[src/hw/lmp_pkg.sv]
// Shared constants, parameter record and checksum helper
package lmp_pkg;

	// ----------------------------------------
	// Frame header and command codes
	// ----------------------------------------
	localparam logic [7:0] LMP_DIAG_ID    = 8'h3C;
	localparam logic [7:0] LMP_APP_CMD    = 8'h80;
	localparam logic [7:0] LMP_FILL       = 8'hFF;
	localparam logic [6:0] LMP_CODE_DUAL  = 7'h08;
	localparam logic [6:0] LMP_CODE_MOTOR = 7'h09;
	localparam logic [6:0] LMP_CODE_FUSE  = 7'h10;
	localparam logic [6:0] LMP_CODE_STALL = 7'h16;
	localparam logic [4:0] LMP_FUSE_HEAD  = 5'h1F;
	localparam logic [7:0] LMP_MOTOR_FIX  = 8'hA2;

	// ----------------------------------------
	// Frame shape: id, data bytes, checksum
	// ----------------------------------------
	localparam int         LMP_NBYTES   = 8;
	localparam logic [3:0] LMP_CSUM_POS = 4'h9;

	// ----------------------------------------
	// Host register map (AHB-Lite byte offsets)
	// ----------------------------------------
	localparam logic [7:0] LMP_OFS_CMD    = 8'h00;
	localparam logic [7:0] LMP_OFS_DLO    = 8'h04;
	localparam logic [7:0] LMP_OFS_DHI    = 8'h08;
	localparam logic [7:0] LMP_OFS_CURPOS = 8'h0C;
	localparam logic [7:0] LMP_OFS_STATUS = 8'h10;
	localparam int         LMP_GO_BIT     = 31;
	localparam int         LMP_ST_BUSY    = 0;
	localparam int         LMP_ST_REFUSED = 1;

	// ----------------------------------------
	// Motor and stall parameter record
	// ----------------------------------------
	typedef struct packed {
		logic [3:0]  run_current;
		logic [3:0]  hold_current;
		logic [3:0]  vmax;
		logic [3:0]  vmin;
		logic [2:0]  min_sample_count;
		logic        shaft_dir;
		logic [3:0]  accel_index;
		logic [3:0]  absolute_stall_threshold;
		logic [3:0]  relative_stall_threshold;
		logic [2:0]  min_zero_crossings;
		logic        ramp_profile_select;
		logic [1:0]  step_mode;
		logic        full_duty_stall_enable;
		logic        pwm_jitter_enable;
		logic        pwm_rate_select;
		logic [10:0] secure_position;
	} lmp_param_s;

	localparam lmp_param_s LMP_PARAM_RST = '0;

	// Classic checksum: add with end-around carry
	function automatic logic [7:0] lmp_csum_add(input logic [7:0] sum,
		input logic [7:0] b);
		logic [8:0] t;
		t = {1'b0, sum} + {1'b0, b};
		return t[7:0] + {7'h00, t[8]};
	endfunction

endpackage

[src/hw/lmp_link_if.sv]
// Byte link between the LIN master end and the node end
`timescale 1ns/1ps
interface lmp_link_if;
	logic       valid;
	logic       sof;
	logic [7:0] data;

	modport host (output valid, output sof, output data);
	modport dev  (input valid, input sof, input data);
endinterface

[src/hw/lmp_dev.sv]
// Node end: decodes diagnostic application writing frames
// What this block does
// - Frame id 0x3C, first byte 0x80
// - Byte two: bit7 set, code 0x08 dual
// - Broadcast zero makes every node move
// - Byte four: first max, min velocity
// - Low nibble also second-motion velocity
// - Target bytes five-six, displacement seven-eight
// - Ignore positioning until dual move completes
// - Master avoids target equal actual position
// - Code 0x16: currents, velocities as nibbles
// - Stall bytes six to eight fields
// - Broadcast zero: all nodes store parameters
// - Code 0x09: currents, velocities, secure position
// - Motor byte eight fixed bits, modes
// - Motor parameters act on running motion
// - Code 0x10: fuse index, data, fill
// - Broadcast zero: all nodes program fuse
`timescale 1ns/1ps
module lmp_dev (
	input  logic                mclk_in,
	input  logic                arst_n_in,
	lmp_link_if.dev             link,
	input  logic [6:0]          phys_addr_in,
	input  logic                motion_done_in,
	output logic                move_start_out,
	output logic                move_busy_out,
	output logic [3:0]          move_vmax_out,
	output logic [3:0]          move_vmin_out,
	output logic [15:0]         first_target_position_out,
	output logic [15:0]         second_relative_move_out,
	output lmp_pkg::lmp_param_s param_out,
	output logic                param_load_out,
	output logic                fuse_prog_out,
	output logic [2:0]          fuse_byte_index_out,
	output logic [7:0]          fuse_data_out,
	output logic [7:0]          frames_taken_out,
	output logic [7:0]          frames_dropped_out
);
	import lmp_pkg::*;

	// ----------------------------------------
	// Frame collection
	// ----------------------------------------
	logic                     frm_ok;
	logic [7:0]               frm_id;
	logic [LMP_NBYTES:1][7:0] d;

	lmp_frame_rx #(
		.NBYTES (LMP_NBYTES)
	) lmp_frame_rx_inst (
		.mclk_in      (mclk_in),
		.arst_n_in    (arst_n_in),
		.valid_in     (link.valid),
		.sof_in       (link.sof),
		.byte_in      (link.data),
		.frame_ok_out (frm_ok),
		.id_out       (frm_id),
		.data_out     (d)
	);

	// ----------------------------------------
	// Decode
	// ----------------------------------------
	logic       hdr_ok;
	logic       for_me;
	logic [6:0] code;

	always_comb begin
		hdr_ok = frm_ok && (frm_id == LMP_DIAG_ID)
			&& (d[1] == LMP_APP_CMD);
		hdr_ok = hdr_ok && d[2][7];
		code   = d[2][6:0];
		for_me = !d[3][7] || (d[3][6:0] == phys_addr_in);
	end

	// ----------------------------------------
	// Command execution state
	// ----------------------------------------
	logic        busy_reg, busy_next;
	logic        start_reg, start_next;
	logic [3:0]  vmax_reg, vmax_next;
	logic [3:0]  vmin_reg, vmin_next;
	logic [15:0] tgt_reg, tgt_next;
	logic [15:0] rel_reg, rel_next;
	lmp_param_s  par_reg, par_next;
	logic        load_reg, load_next;
	logic        fuse_reg, fuse_next;
	logic [2:0]  fidx_reg, fidx_next;
	logic [7:0]  fdat_reg, fdat_next;
	logic [7:0]  take_reg, take_next;
	logic [7:0]  drop_reg, drop_next;
	logic        acted;

	always_comb begin
		busy_next  = busy_reg;
		start_next = 1'b0;
		vmax_next  = vmax_reg;
		vmin_next  = vmin_reg;
		tgt_next   = tgt_reg;
		rel_next   = rel_reg;
		par_next   = par_reg;
		load_next  = 1'b0;
		fuse_next  = 1'b0;
		fidx_next  = fidx_reg;
		fdat_next  = fdat_reg;
		take_next  = take_reg;
		drop_next  = drop_reg;
		acted      = 1'b0;
		if (motion_done_in) begin
			busy_next = 1'b0;
		end
		if (hdr_ok && for_me) begin
			case (code)
				LMP_CODE_DUAL: begin
					if (!busy_reg) begin
						acted      = 1'b1;
						busy_next  = 1'b1;
						start_next = 1'b1;
						vmax_next = d[4][7:4];
						vmin_next = d[4][3:0];
						tgt_next = {d[5], d[6]};
						rel_next = {d[7], d[8]};
					end
				end
				LMP_CODE_STALL: begin
					acted     = 1'b1;
					load_next = 1'b1;
					par_next.run_current  = d[4][7:4];
					par_next.hold_current = d[4][3:0];
					par_next.vmax         = d[5][7:4];
					par_next.vmin         = d[5][3:0];
					par_next.min_sample_count         = d[6][7:5];
					par_next.shaft_dir                = d[6][4];
					par_next.accel_index              = d[6][3:0];
					par_next.absolute_stall_threshold = d[7][7:4];
					par_next.relative_stall_threshold = d[7][3:0];
					par_next.min_zero_crossings       = d[8][7:5];
					par_next.ramp_profile_select      = d[8][4];
					par_next.step_mode                = d[8][3:2];
					par_next.full_duty_stall_enable   = d[8][1];
					par_next.pwm_jitter_enable        = d[8][0];
				end
				LMP_CODE_MOTOR: begin
					if ((d[8] & LMP_MOTOR_FIX) == LMP_MOTOR_FIX) begin
						acted = 1'b1;
						load_next = 1'b1;
						par_next.run_current     = d[4][7:4];
						par_next.hold_current    = d[4][3:0];
						par_next.vmax            = d[5][7:4];
						par_next.vmin            = d[5][3:0];
						par_next.secure_position = {d[6][7:5], d[7]};
						par_next.shaft_dir       = d[6][4];
						par_next.accel_index     = d[6][3:0];
						par_next.pwm_rate_select     = d[8][6];
						par_next.ramp_profile_select = d[8][4];
						par_next.step_mode           = d[8][3:2];
						par_next.pwm_jitter_enable   = d[8][0];
					end
				end
				LMP_CODE_FUSE: begin
					if (d[4][7:3] == LMP_FUSE_HEAD && d[6] == LMP_FILL
						&& d[7] == LMP_FILL && d[8] == LMP_FILL) begin
						acted = 1'b1;
						fuse_next = 1'b1;
						fidx_next = d[4][2:0];
						fdat_next = d[5];
					end
				end
				default: acted = 1'b0;
			endcase
		end
		// Counters wrap; software compares deltas only
		if (acted) begin
			take_next = 8'(take_reg + 8'h01);
		end else if (frm_ok) begin
			drop_next = 8'(drop_reg + 8'h01);
		end
	end

	always_ff @(posedge mclk_in or negedge arst_n_in) begin
		if (!arst_n_in) begin
			busy_reg  <= 1'b0;
			start_reg <= 1'b0;
			vmax_reg  <= 4'h0;
			vmin_reg  <= 4'h0;
			tgt_reg   <= 16'h0000;
			rel_reg   <= 16'h0000;
			par_reg   <= LMP_PARAM_RST;
			load_reg  <= 1'b0;
			fuse_reg  <= 1'b0;
			fidx_reg  <= 3'h0;
			fdat_reg  <= 8'h00;
			take_reg  <= 8'h00;
			drop_reg  <= 8'h00;
		end else begin
			busy_reg  <= busy_next;
			start_reg <= start_next;
			vmax_reg  <= vmax_next;
			vmin_reg  <= vmin_next;
			tgt_reg   <= tgt_next;
			rel_reg   <= rel_next;
			par_reg   <= par_next;
			load_reg  <= load_next;
			fuse_reg  <= fuse_next;
			fidx_reg  <= fidx_next;
			fdat_reg  <= fdat_next;
			take_reg  <= take_next;
			drop_reg  <= drop_next;
		end
	end

	// ----------------------------------------
	// Outputs
	// ----------------------------------------
	assign move_start_out            = start_reg;
	assign move_busy_out             = busy_reg;
	assign move_vmax_out             = vmax_reg;
	assign move_vmin_out             = vmin_reg;
	assign first_target_position_out = tgt_reg;
	assign second_relative_move_out  = rel_reg;
	assign param_out                 = par_reg;
	assign param_load_out            = load_reg;
	assign fuse_prog_out             = fuse_reg;
	assign fuse_byte_index_out       = fidx_reg;
	assign fuse_data_out             = fdat_reg;
	assign frames_taken_out          = take_reg;
	assign frames_dropped_out        = drop_reg;
endmodule

[src/hw/lmp_frame_rx.sv]
// Frame collector with checksum check
`timescale 1ns/1ps
module lmp_frame_rx #(
	parameter int NBYTES = lmp_pkg::LMP_NBYTES
) (
	input  logic                   mclk_in,
	input  logic                   arst_n_in,
	input  logic                   valid_in,
	input  logic                   sof_in,
	input  logic [7:0]             byte_in,
	output logic                   frame_ok_out,
	output logic [7:0]             id_out,
	output logic [NBYTES:1][7:0]   data_out
);
	import lmp_pkg::*;

	typedef enum logic [1:0] {
		LMP_RX_HUNT    = 2'b01,
		LMP_RX_COLLECT = 2'b10
	} lmp_rx_e;

	lmp_rx_e                state_reg, state_next;
	logic [3:0]             cnt_reg, cnt_next;
	logic [7:0]             sum_reg, sum_next;
	logic                   ok_reg, ok_next;
	logic [7:0]             id_reg, id_next;
	logic [NBYTES:1][7:0]   buf_reg, buf_next;

	always_comb begin
		state_next = state_reg;
		cnt_next   = cnt_reg;
		sum_next   = sum_reg;
		id_next    = id_reg;
		buf_next   = buf_reg;
		ok_next    = 1'b0;
		// A new start always restarts, so a cut frame never completes
		if (valid_in && sof_in) begin
			state_next = LMP_RX_COLLECT;
			id_next    = byte_in;
			cnt_next   = 4'h1;
			sum_next   = 8'h00;
		end else if (valid_in) begin
			case (state_reg)
				LMP_RX_COLLECT: begin
					if (cnt_reg <= 4'(NBYTES)) begin
						buf_next[cnt_reg] = byte_in;
						sum_next = lmp_csum_add(sum_reg, byte_in);
						cnt_next = 4'(cnt_reg + 4'h1);
					end else begin
						ok_next    = (byte_in == ~sum_reg);
						state_next = LMP_RX_HUNT;
					end
				end
				default: state_next = LMP_RX_HUNT;
			endcase
		end
	end

	always_ff @(posedge mclk_in or negedge arst_n_in) begin
		if (!arst_n_in) begin
			state_reg <= LMP_RX_HUNT;
			cnt_reg   <= 4'h0;
			sum_reg   <= 8'h00;
			ok_reg    <= 1'b0;
			id_reg    <= 8'h00;
			buf_reg   <= '0;
		end else begin
			state_reg <= state_next;
			cnt_reg   <= cnt_next;
			sum_reg   <= sum_next;
			ok_reg    <= ok_next;
			id_reg    <= id_next;
			buf_reg   <= buf_next;
		end
	end

	assign frame_ok_out = ok_reg;
	assign id_out       = id_reg;
	assign data_out     = buf_reg;
endmodule

[src/flat_wrapper.sv]
// flat-port wrapper written by rule: the top's interface ports become plain ports
module lmp_dev_flat import lmp_pkg::*;
  (mclk_in, arst_n_in, phys_addr_in, motion_done_in, move_start_out, move_busy_out, move_vmax_out, move_vmin_out, first_target_position_out, second_relative_move_out, param_out, param_load_out, fuse_prog_out, fuse_byte_index_out, fuse_data_out, frames_taken_out, frames_dropped_out, link_valid, link_sof, link_data);
  lmp_link_if link_i ();
  input  logic mclk_in;
  input  logic arst_n_in;
  input  logic [6:0] phys_addr_in;
  input  logic motion_done_in;
  output logic move_start_out;
  output logic move_busy_out;
  output logic [3:0] move_vmax_out;
  output logic [3:0] move_vmin_out;
  output logic [15:0] first_target_position_out;
  output logic [15:0] second_relative_move_out;
  output lmp_pkg::lmp_param_s param_out;
  output logic param_load_out;
  output logic fuse_prog_out;
  output logic [2:0] fuse_byte_index_out;
  output logic [7:0] fuse_data_out;
  output logic [7:0] frames_taken_out;
  output logic [7:0] frames_dropped_out;
  input wire logic [$bits(link_i.valid)-1:0] link_valid;
  input wire logic [$bits(link_i.sof)-1:0] link_sof;
  input wire logic [$bits(link_i.data)-1:0] link_data;
  assign link_i.valid = link_valid;
  assign link_i.sof = link_sof;
  assign link_i.data = link_data;
  lmp_dev u_core (.mclk_in(mclk_in), .arst_n_in(arst_n_in), .link(link_i), .phys_addr_in(phys_addr_in), .motion_done_in(motion_done_in), .move_start_out(move_start_out), .move_busy_out(move_busy_out), .move_vmax_out(move_vmax_out), .move_vmin_out(move_vmin_out), .first_target_position_out(first_target_position_out), .second_relative_move_out(second_relative_move_out), .param_out(param_out), .param_load_out(param_load_out), .fuse_prog_out(fuse_prog_out), .fuse_byte_index_out(fuse_byte_index_out), .fuse_data_out(fuse_data_out), .frames_taken_out(frames_taken_out), .frames_dropped_out(frames_dropped_out));
endmodule
[config.mk]
export PLATFORM = sky130hd
export DESIGN_NAME = lmp_dev_flat
export DESIGN_NICKNAME = d
export VERILOG_FILES = /design/src/hw/lmp_pkg.sv /design/src/hw/lmp_link_if.sv /design/src/hw/lmp_dev.sv /design/src/hw/lmp_frame_rx.sv /design/src/flat_wrapper.sv
export SDC_FILE = /design/constraint.sdc
export NUM_CORES = 1
export LEC_CHECK = 0
export BUFFER_PORTS_ARGS = -buffer_cell sky130_fd_sc_hd__buf_2
export CAP_MARGIN = 40
export CORE_ASPECT_RATIO = 1.75
export CORE_MARGIN = 3
export CORE_UTILIZATION = 57
export CTS_CLUSTER_SIZE = 14
export DETAILED_ROUTE_END_ITERATION = 8
export PLACE_DENSITY = 0.91
export SYNTH_ARGS = -nofsm -noshare
export SYNTH_HDL_FRONTEND = slang
export SYNTH_HIERARCHICAL = 1
export SYNTH_SLANG_ARGS = --single-unit
[constraint.sdc]
create_clock -name mclk_in -period 3.3 [get_ports mclk_in]
set_input_delay 0.825 -clock mclk_in [delete_from_list [all_inputs] [get_ports mclk_in]]
set_output_delay 0.825 -clock mclk_in [all_outputs]
set_load 0.05 [all_outputs]
==> impl_results.md, run 1 <==
* Root buffer cell: clkbuf_16
* CTS buffer count at 19
* Post_cts resized at 0
* Worst Tran Pin Value at 616 ps
* Post-CTS Setup Bufs at 0
* Routed Antenna Nets at 0
* Setup TNS at 0 ps
* Die area at 17600 sq um
* Core area at roughly 16000 sq um
* RSZ-0062 raised after global routing: false
* Port Buf Inserts at 142
* Pin count of the biggest net entering global routing at 67
* Initial Util at 58.5%
* Layout Nets at 841
* Most common library cells after synthesis: dfrtp_1 (209), mux2_2 (120), nand2_1 (48), mux2_4 (47), nor2_1 (28)
* Area grow syn2layout at 17.2%
* Cell taking the most area after synthesis: dfrtp_1
* Gr busiest metal: met2
* Peak VDD IR at 0.310 mV
* H-tree levels at 1
* Critical path type: in -> reg
* Syn avg cell area at 14.3 sq um
* Met3 usage at 3.31%
* Final wirelength at between 20000 and 25000 um
* Die width at between 100 and 150 um
* # rows at 60
* Clk_skew at 14.5 ps
* Placed Area at 10100 sq um
* GP Congestion at approximately 0.8
* Count of filler cells inserted in the layout at 1013
* Iter 0 DRT Violations at 283
* Seq/Total Area, Yosys at between 50% and 60%
* Hold Path Class: in -> async
* Pwr/cell area at 599 nW/um^2
* Via count at 5831
* Fin crit period at between 2000 and 3000 ps
* Final Hold Violating Endpoints at 0
* Total track usage at 25.2%
* Startpoint Class: input pin
* Sink Count at 210
* Largest register FFs at 64
* Initial antenna violation count at 2
* Max Clock Freq at 0.364 GHz
* Async S/R FF share, synth at 100%
* First-pass GRT wire length at ~35000 um
* Post-synth EDFFs at 0
* DPL Wire Length at 15200 um
* Met2 usage in global routing at 46.5%
* Final setup viols at 0
* Reg clk slew, reported paths at 70 ps
* Worst rel slew slack at 58.9%
* GR Layer Usage met1 at 27.9%
* Synthesized flop and latch total at 210
* Net Count, Synth at approximately 670
* # placed instances at 969
* I/O Pins at 143
* Max-cap violations at 0
* Type of destination of the critical path: flip-flop
* Mapped Area at 9090 sq um
* Top_reg_cell synth: dfrtp_1
* Leakage Power at 5.81 nW
* DIE HEIGHT at 173 um
* Post-Layout Inst Area at 10700 sq um
* Wire per inst at approximately 22 um
* Max Slew Vio Count at 0
* Gr ovfl total at 0
* Unique masters post-synth at 62
* DR vias/cell at 5.85
* Reg2reg setup slack at 610 ps
* CTS tree: built
* Worst-Skew Late Latency at between 400 and 500 ps
* Status: finished clean
* Worst EP arrival at 3130 ps
* Count leader, synth: dfrtp_1
* Final std cells w/o fill at 996
* Tcrit/Tclk final at 83.2%
* Worst-case clock buffer depth at 3
* Share of cells above drive strength 1 at 46.9%
* Hold Buf Count CTS at 0
* 1st-pass router iterations at 4
* Mapped Cells at roughly 640
* Area contributors post-synth: dfrtp_1 (58%), mux2_2 (15%), mux2_4 (7.8%), ha_1 (2.2%), nand2_1 (2.0%)
* CP max FO at 4
* Synth top area share at 57.5%
* Remaining DRCs at 0
* Vias in the first global route at about 6300
* Synth warn at 6
* Critical Path RT at ~3700 ps
## critical path, cell delays in order
cell and delay, ps:
buf_2 110, ha_1 220, fa_1 410, a211o_1 330, nand2_1 70, nor2_1 40
nor2_1 80, nand2_1 60, ha_1 220, and3_2 210, nor3b_2 160, nand2_1 80
xor2_1 70, a211oi_2 240
## metal layers
layer  wire length (um)  vias to the layer above
met5                  0                        -
met4                872                        0
met3                997                       69
met2              12200                      190
met1               7600                     2985
li1                   -                     2587
## cells in the final DEF (no fill, tap or decap), drive strengths merged, types with 2 or more instances in the layout
master  count
nand3       9
and4        4
and2b       2
nor4        6
nor3        5
o21ai       5
ha         16
nor2       29
nor2b       2
a221oi      2
clkbuf     23
nand4      16
and3        7
a21o        3
nor4b       2
mux2i       4
a211oi      3
or4         2
buf       163
diode       2
xnor2      19
inv         8
or4b        2
xor2       13
mux2      169
dfrtp     209
and2        4
a21oi       9
nand2      53
## area by class of cell
cell class / instances / area [sq um] / share of cell area, %
diodes: 2 / 5.00 / 0.0470
well taps: 186 / 233 / 2.18
clock inverters: 3 / 47.5 / 0.446
multi-input cells: 402 / 3670 / 34.5
clock buffers: 22 / 497 / 4.66
inverters: 7 / 26.3 / 0.247
repair buffers: 164 / 922 / 8.65
flip-flops and latches: 210 / 5260 / 49.3
## logic make-up (layout without fill, tap and decap cells)
family	after synthesis	after routing	synth area share (%)
xor+xnor	32	32	3.08
compound gates	31	31	2.45
mux	173	173	23.3
simple gates	149	149	9.12
flops	210	210	57.8
fa+ha+maj	17	17	2.42
other cells	0	2	0
buf+inv	24	196	1.79
## report_power, final
part	internal, W	switching (W)
registers	0.00287	0.000299
clock network	0.00114	0.000892
logic	0.000575	0.000601
## final timing paths
path / to / cells after the start / start
worst max-delay path: u_core/lmp_frame_rx_inst/sum_reg[5]$_DFFE_PN0P_ / 14 / link_data[0]
worst min-delay path: u_core/frames_taken_out[7]$_DFFE_PN0P_ / 1 / arst_n_in
worst max register to register: u_core/lmp_frame_rx_inst/sum_reg[5]$_DFFE_PN0P_ / 13 / u_core/lmp_frame_rx_inst/sum_reg[0]$_DFFE_PN0P_
worst min register to register: u_core/frames_taken_out[7]$_DFFE_PN0P_ / 1 / u_core/frames_taken_out[7]$_DFFE_PN0P_
max in group asynchronous: u_core/lmp_frame_rx_inst/data_out[36]$_DFFE_PN0P_ / 2 / arst_n_in
min in group mclk_in: u_core/frames_taken_out[7]$_DFFE_PN0P_ / 1 / u_core/frames_taken_out[7]$_DFFE_PN0P_
## metrics by stage
stage	worst slack (ps)	utilization (%)	power, W	hold slack (ps)
after floorplan	351	-	0.00397	437
after global placement	123	65.0	0.00431	452
after detailed placement	60.8	65.1	0.00437	457
after CTS	578	68.6	0.00642	321
after global routing	398	68.6	0.00668	349
final	555	68.6	0.00638	312
(Power assumes the default switching activity.)
==> inputs of run 2 (changes only) <==
--- a/config.mk
+++ b/config.mk
@@ -9,10 +9,10 @@
 export CAP_MARGIN = 40
 export CORE_ASPECT_RATIO = 1.75
 export CORE_MARGIN = 3
-export CORE_UTILIZATION = 57
+export CORE_UTILIZATION = 51
 export CTS_CLUSTER_SIZE = 14
 export DETAILED_ROUTE_END_ITERATION = 8
-export PLACE_DENSITY = 0.91
+export PLACE_DENSITY = 0.87
 export SYNTH_ARGS = -nofsm -noshare
 export SYNTH_HDL_FRONTEND = slang
 export SYNTH_HIERARCHICAL = 1
==> constraint.sdc (replaced) <==
create_clock -name mclk_in -period 2.3 [get_ports mclk_in]
set_input_delay 0.575 -clock mclk_in [delete_from_list [all_inputs] [get_ports mclk_in]]
set_output_delay 0.575 -clock mclk_in [all_outputs]
set_load 0.05 [all_outputs]
==> impl_results.md, run 2 (synthesized netlist as in run 1, its figures left out) <==
* DR vias/cell at 5.54 (-5.4%)
* DPL Wire Length at 15000 um (-1.6%)
* Total track usage at 22.5% (-2.7 points)
* Reg2reg end: u_core/lmp_frame_rx_inst/sum_reg[4]$_DFFE_PN0P_
* Layout Nets at 873 (+3.8%)
* GP Congestion at 0.897 (+11%)
* Pin count of the biggest net entering global routing at 68 (+1.5%)
* Worst Reg2Reg Path Length in Cells at 13 (unchanged)
* Leakage Power at 6.02 nW (+3.6%)
* Setup WS pre-CTS at -522 ps (-583 ps)
* Count of filler cells inserted in the layout at 1262 (+25%)
* Critical path type: reg -> reg
* CTS buffer count at 19 (unchanged)
* I/O Pins at 143 (unchanged)
* RSZ-0062 raised after global routing: true
* Most frequent cells in the layout: dfrtp_1 (209), buf_2 (141), mux2_2 (120)
* Hold Path Class: in -> async
* Area grow syn2layout at 22.5%
* Type of destination of the critical path: flip-flop
* Port Buf Inserts at 142 (unchanged)
* Tcrit/Tclk final at 111%
* Clk_skew at 12.6 ps (-1.88 ps)
* Peak VDD IR at 0.524 mV (+69%)
* Min setup slack post-route at -260 ps (-815 ps)
* Final Hold Violating Endpoints at 0 (unchanged)
* Family with the most delay on the worst path: adder cells
* Remaining DRCs at 0 (unchanged)
* Largest register FFs at 64 (unchanged)
* Root buffer cell: clkbuf_16
* Sink Count at 210 (unchanged)
* Commonest non-fill, non-tap cell in the layout: dfrtp_1
* Worst-Skew Late Latency at 480 ps (about the same)
* # placed instances at 1042 (+7.5%)
* Final setup viols at 6 (+6)
* Reg2reg setup slack at -260 ps (-870 ps)
* Via count at 5944 (+1.9%)
* First-pass GRT wire length at 34300 um (-1.1%)
* Cell breakdown of the critical path: ha_4, fa_2, a211o_1, nand2_2, nor2_2, nor2_1, nand2_1, ha_2, ha_4, and2_4, nand2_2, xor2_1, a211oi_1
* Max incr delay on CP at 410 ps (about the same)
* DIE HEIGHT at 183 um (+5.5%)
* Worst-case clock buffer depth at 3 (unchanged)
* Worst Path Buf+Inv at 0 (-1)
* Initial antenna violation count at 2 (unchanged)
* Reg clk slew, reported paths at 60 ps (about the same)
* CP max FO at 3 (-1)
* H-tree levels at 1 (unchanged)
* Worst EP arrival at 2900 ps (-230 ps)
* Core area at 17500 sq um (+12%)
* Critical Path RT at 2640 ps (-1050 ps)
* Die area at 19500 sq um (+11%)
* Failing checks: setup timing
* CTS tree: built
* Worst Tran Pin Value at 498 ps (-118 ps)
* Iter 0 DRT Violations at 293 (+3.5%)
* # rows at 64 (+6.7%)
* Fin crit period at 2560 ps
* Wire per inst at 20.7 um (-4.9%)
* Gr ovfl total at 0 (unchanged)
* Crit path max-delay cell type: dfrtp_1
* Sequential cell area at 5260 sq um (unchanged)
* Max Clock Freq at 0.391 GHz
* Final wirelength at 22200 um (+2.4%)
* Vias in the first global route at 6269 (-1.3%)
* Final std cells w/o fill at 1073 (+7.7%)
* Post-Layout Inst Area at 11100 sq um (+4.5%)
* Status: finished with violations
* Initial Util at 52.1% (-6.4 points)
* Max-cap violations at 0 (unchanged)
* Startpoint Class: flip-flop
* Share of cells above drive strength 1 at 50.8% (+3.9 points)
* Multi-input gate area at 3770 sq um (+2.6%)
* Pwr/cell area at 882 nW/um^2 (+47%)
* Worst rel slew slack at 66.5% (+7.6 points)
* Routed Antenna Nets at 0 (unchanged)
* Placed Area at 10500 sq um (+3.4%)
* 1st-pass router iterations at 4 (unchanged)
* Reg2reg start: u_core/lmp_frame_rx_inst/sum_reg[0]$_DFFE_PN0P_
* Max Slew Vio Count at 0 (unchanged)
* Die width at 107 um (+5.4%)
run 2: worst max path at each step:
stage | depth (start not counted) | startpoint | endpoint | slack, ps
floorplan | 13 | link_data[0] | u_core/lmp_frame_rx_inst/sum_reg[5]$_DFFE_PN0P_ | -300
global placement | 14 | link_data[0] | u_core/lmp_frame_rx_inst/sum_reg[6]$_DFFE_PN0P_ | -500
detailed placement | 14 | link_data[0] | u_core/lmp_frame_rx_inst/sum_reg[6]$_DFFE_PN0P_ | -520
CTS | 13 | u_core/lmp_frame_rx_inst/sum_reg[0]$_DFFE_PN0P_ | u_core/lmp_frame_rx_inst/sum_reg[4]$_DFFE_PN0P_ | -130
global route | 13 | u_core/lmp_frame_rx_inst/sum_reg[0]$_DFFE_PN0P_ | u_core/lmp_frame_rx_inst/sum_reg[4]$_DFFE_PN0P_ | -350
finish | 13 | u_core/lmp_frame_rx_inst/sum_reg[0]$_DFFE_PN0P_ | u_core/lmp_frame_rx_inst/sum_reg[4]$_DFFE_PN0P_ | -260
run 2: cell type report:
type,count,area share (%)
Antenna cell,1,0.0225
Tap cell,231,2.60
Clock buffer,23,4.58
Multi-Input combinational cell,402,33.8
Timing Repair Buffer,196,10.9
Clock inverter,3,0.618
Sequential cell,210,47.2
Inverter,7,0.236
run 2: worst reg2reg max path, delay by kind of cell (launching register included):
family | cells | cell delay, ps
AO/OA/AOI/OAI | 2 | 430
adder cells (fa/ha/maj) | 4 | 900
AND/OR/NAND/NOR | 6 | 460
XOR/XNOR | 1 | 230
flip-flops | 1 | 410
run 2: what timing repair did:
item,in CTS,in global routing
hold buffers,0,0
setup endpoints to repair,34,56
gates resized for setup,7,8
pin swaps,17,5
buffers inserted,2,2
run 2: per-layer routing:
metal	up-vias	global-route usage [%]	routed length, um
met3	56	3.22	1010
met5	-	0	13
met4	2	8.50	777
li1	2666	-	-
met1	3032	24.4	7860
met2	188	43.2	12500
run 2: report_power, final:
part / switching (W) / internal, W / total, W
Sequential: 0.000410 / 0.00412 / 0.00453
Clock: 0.00128 / 0.00178 / 0.00306
Combinational: 0.00105 / 0.00118 / 0.00223
run 2: per-stage QoR:
stage	utilization, %	setup TNS [ps]	hold WS, ps	power, W
4_1_cts	63.5	-596	2.51	0.00974
2_1_floorplan	-	-1530	279	0.00573
5_1_grt	63.8	-1810	17.7	0.0102
3_3_place_gp	59.9	-15330	451	0.00645
6_report	63.8	-999	11.5	0.00982
3_5_place_dp	59.9	-19200	457	0.00654
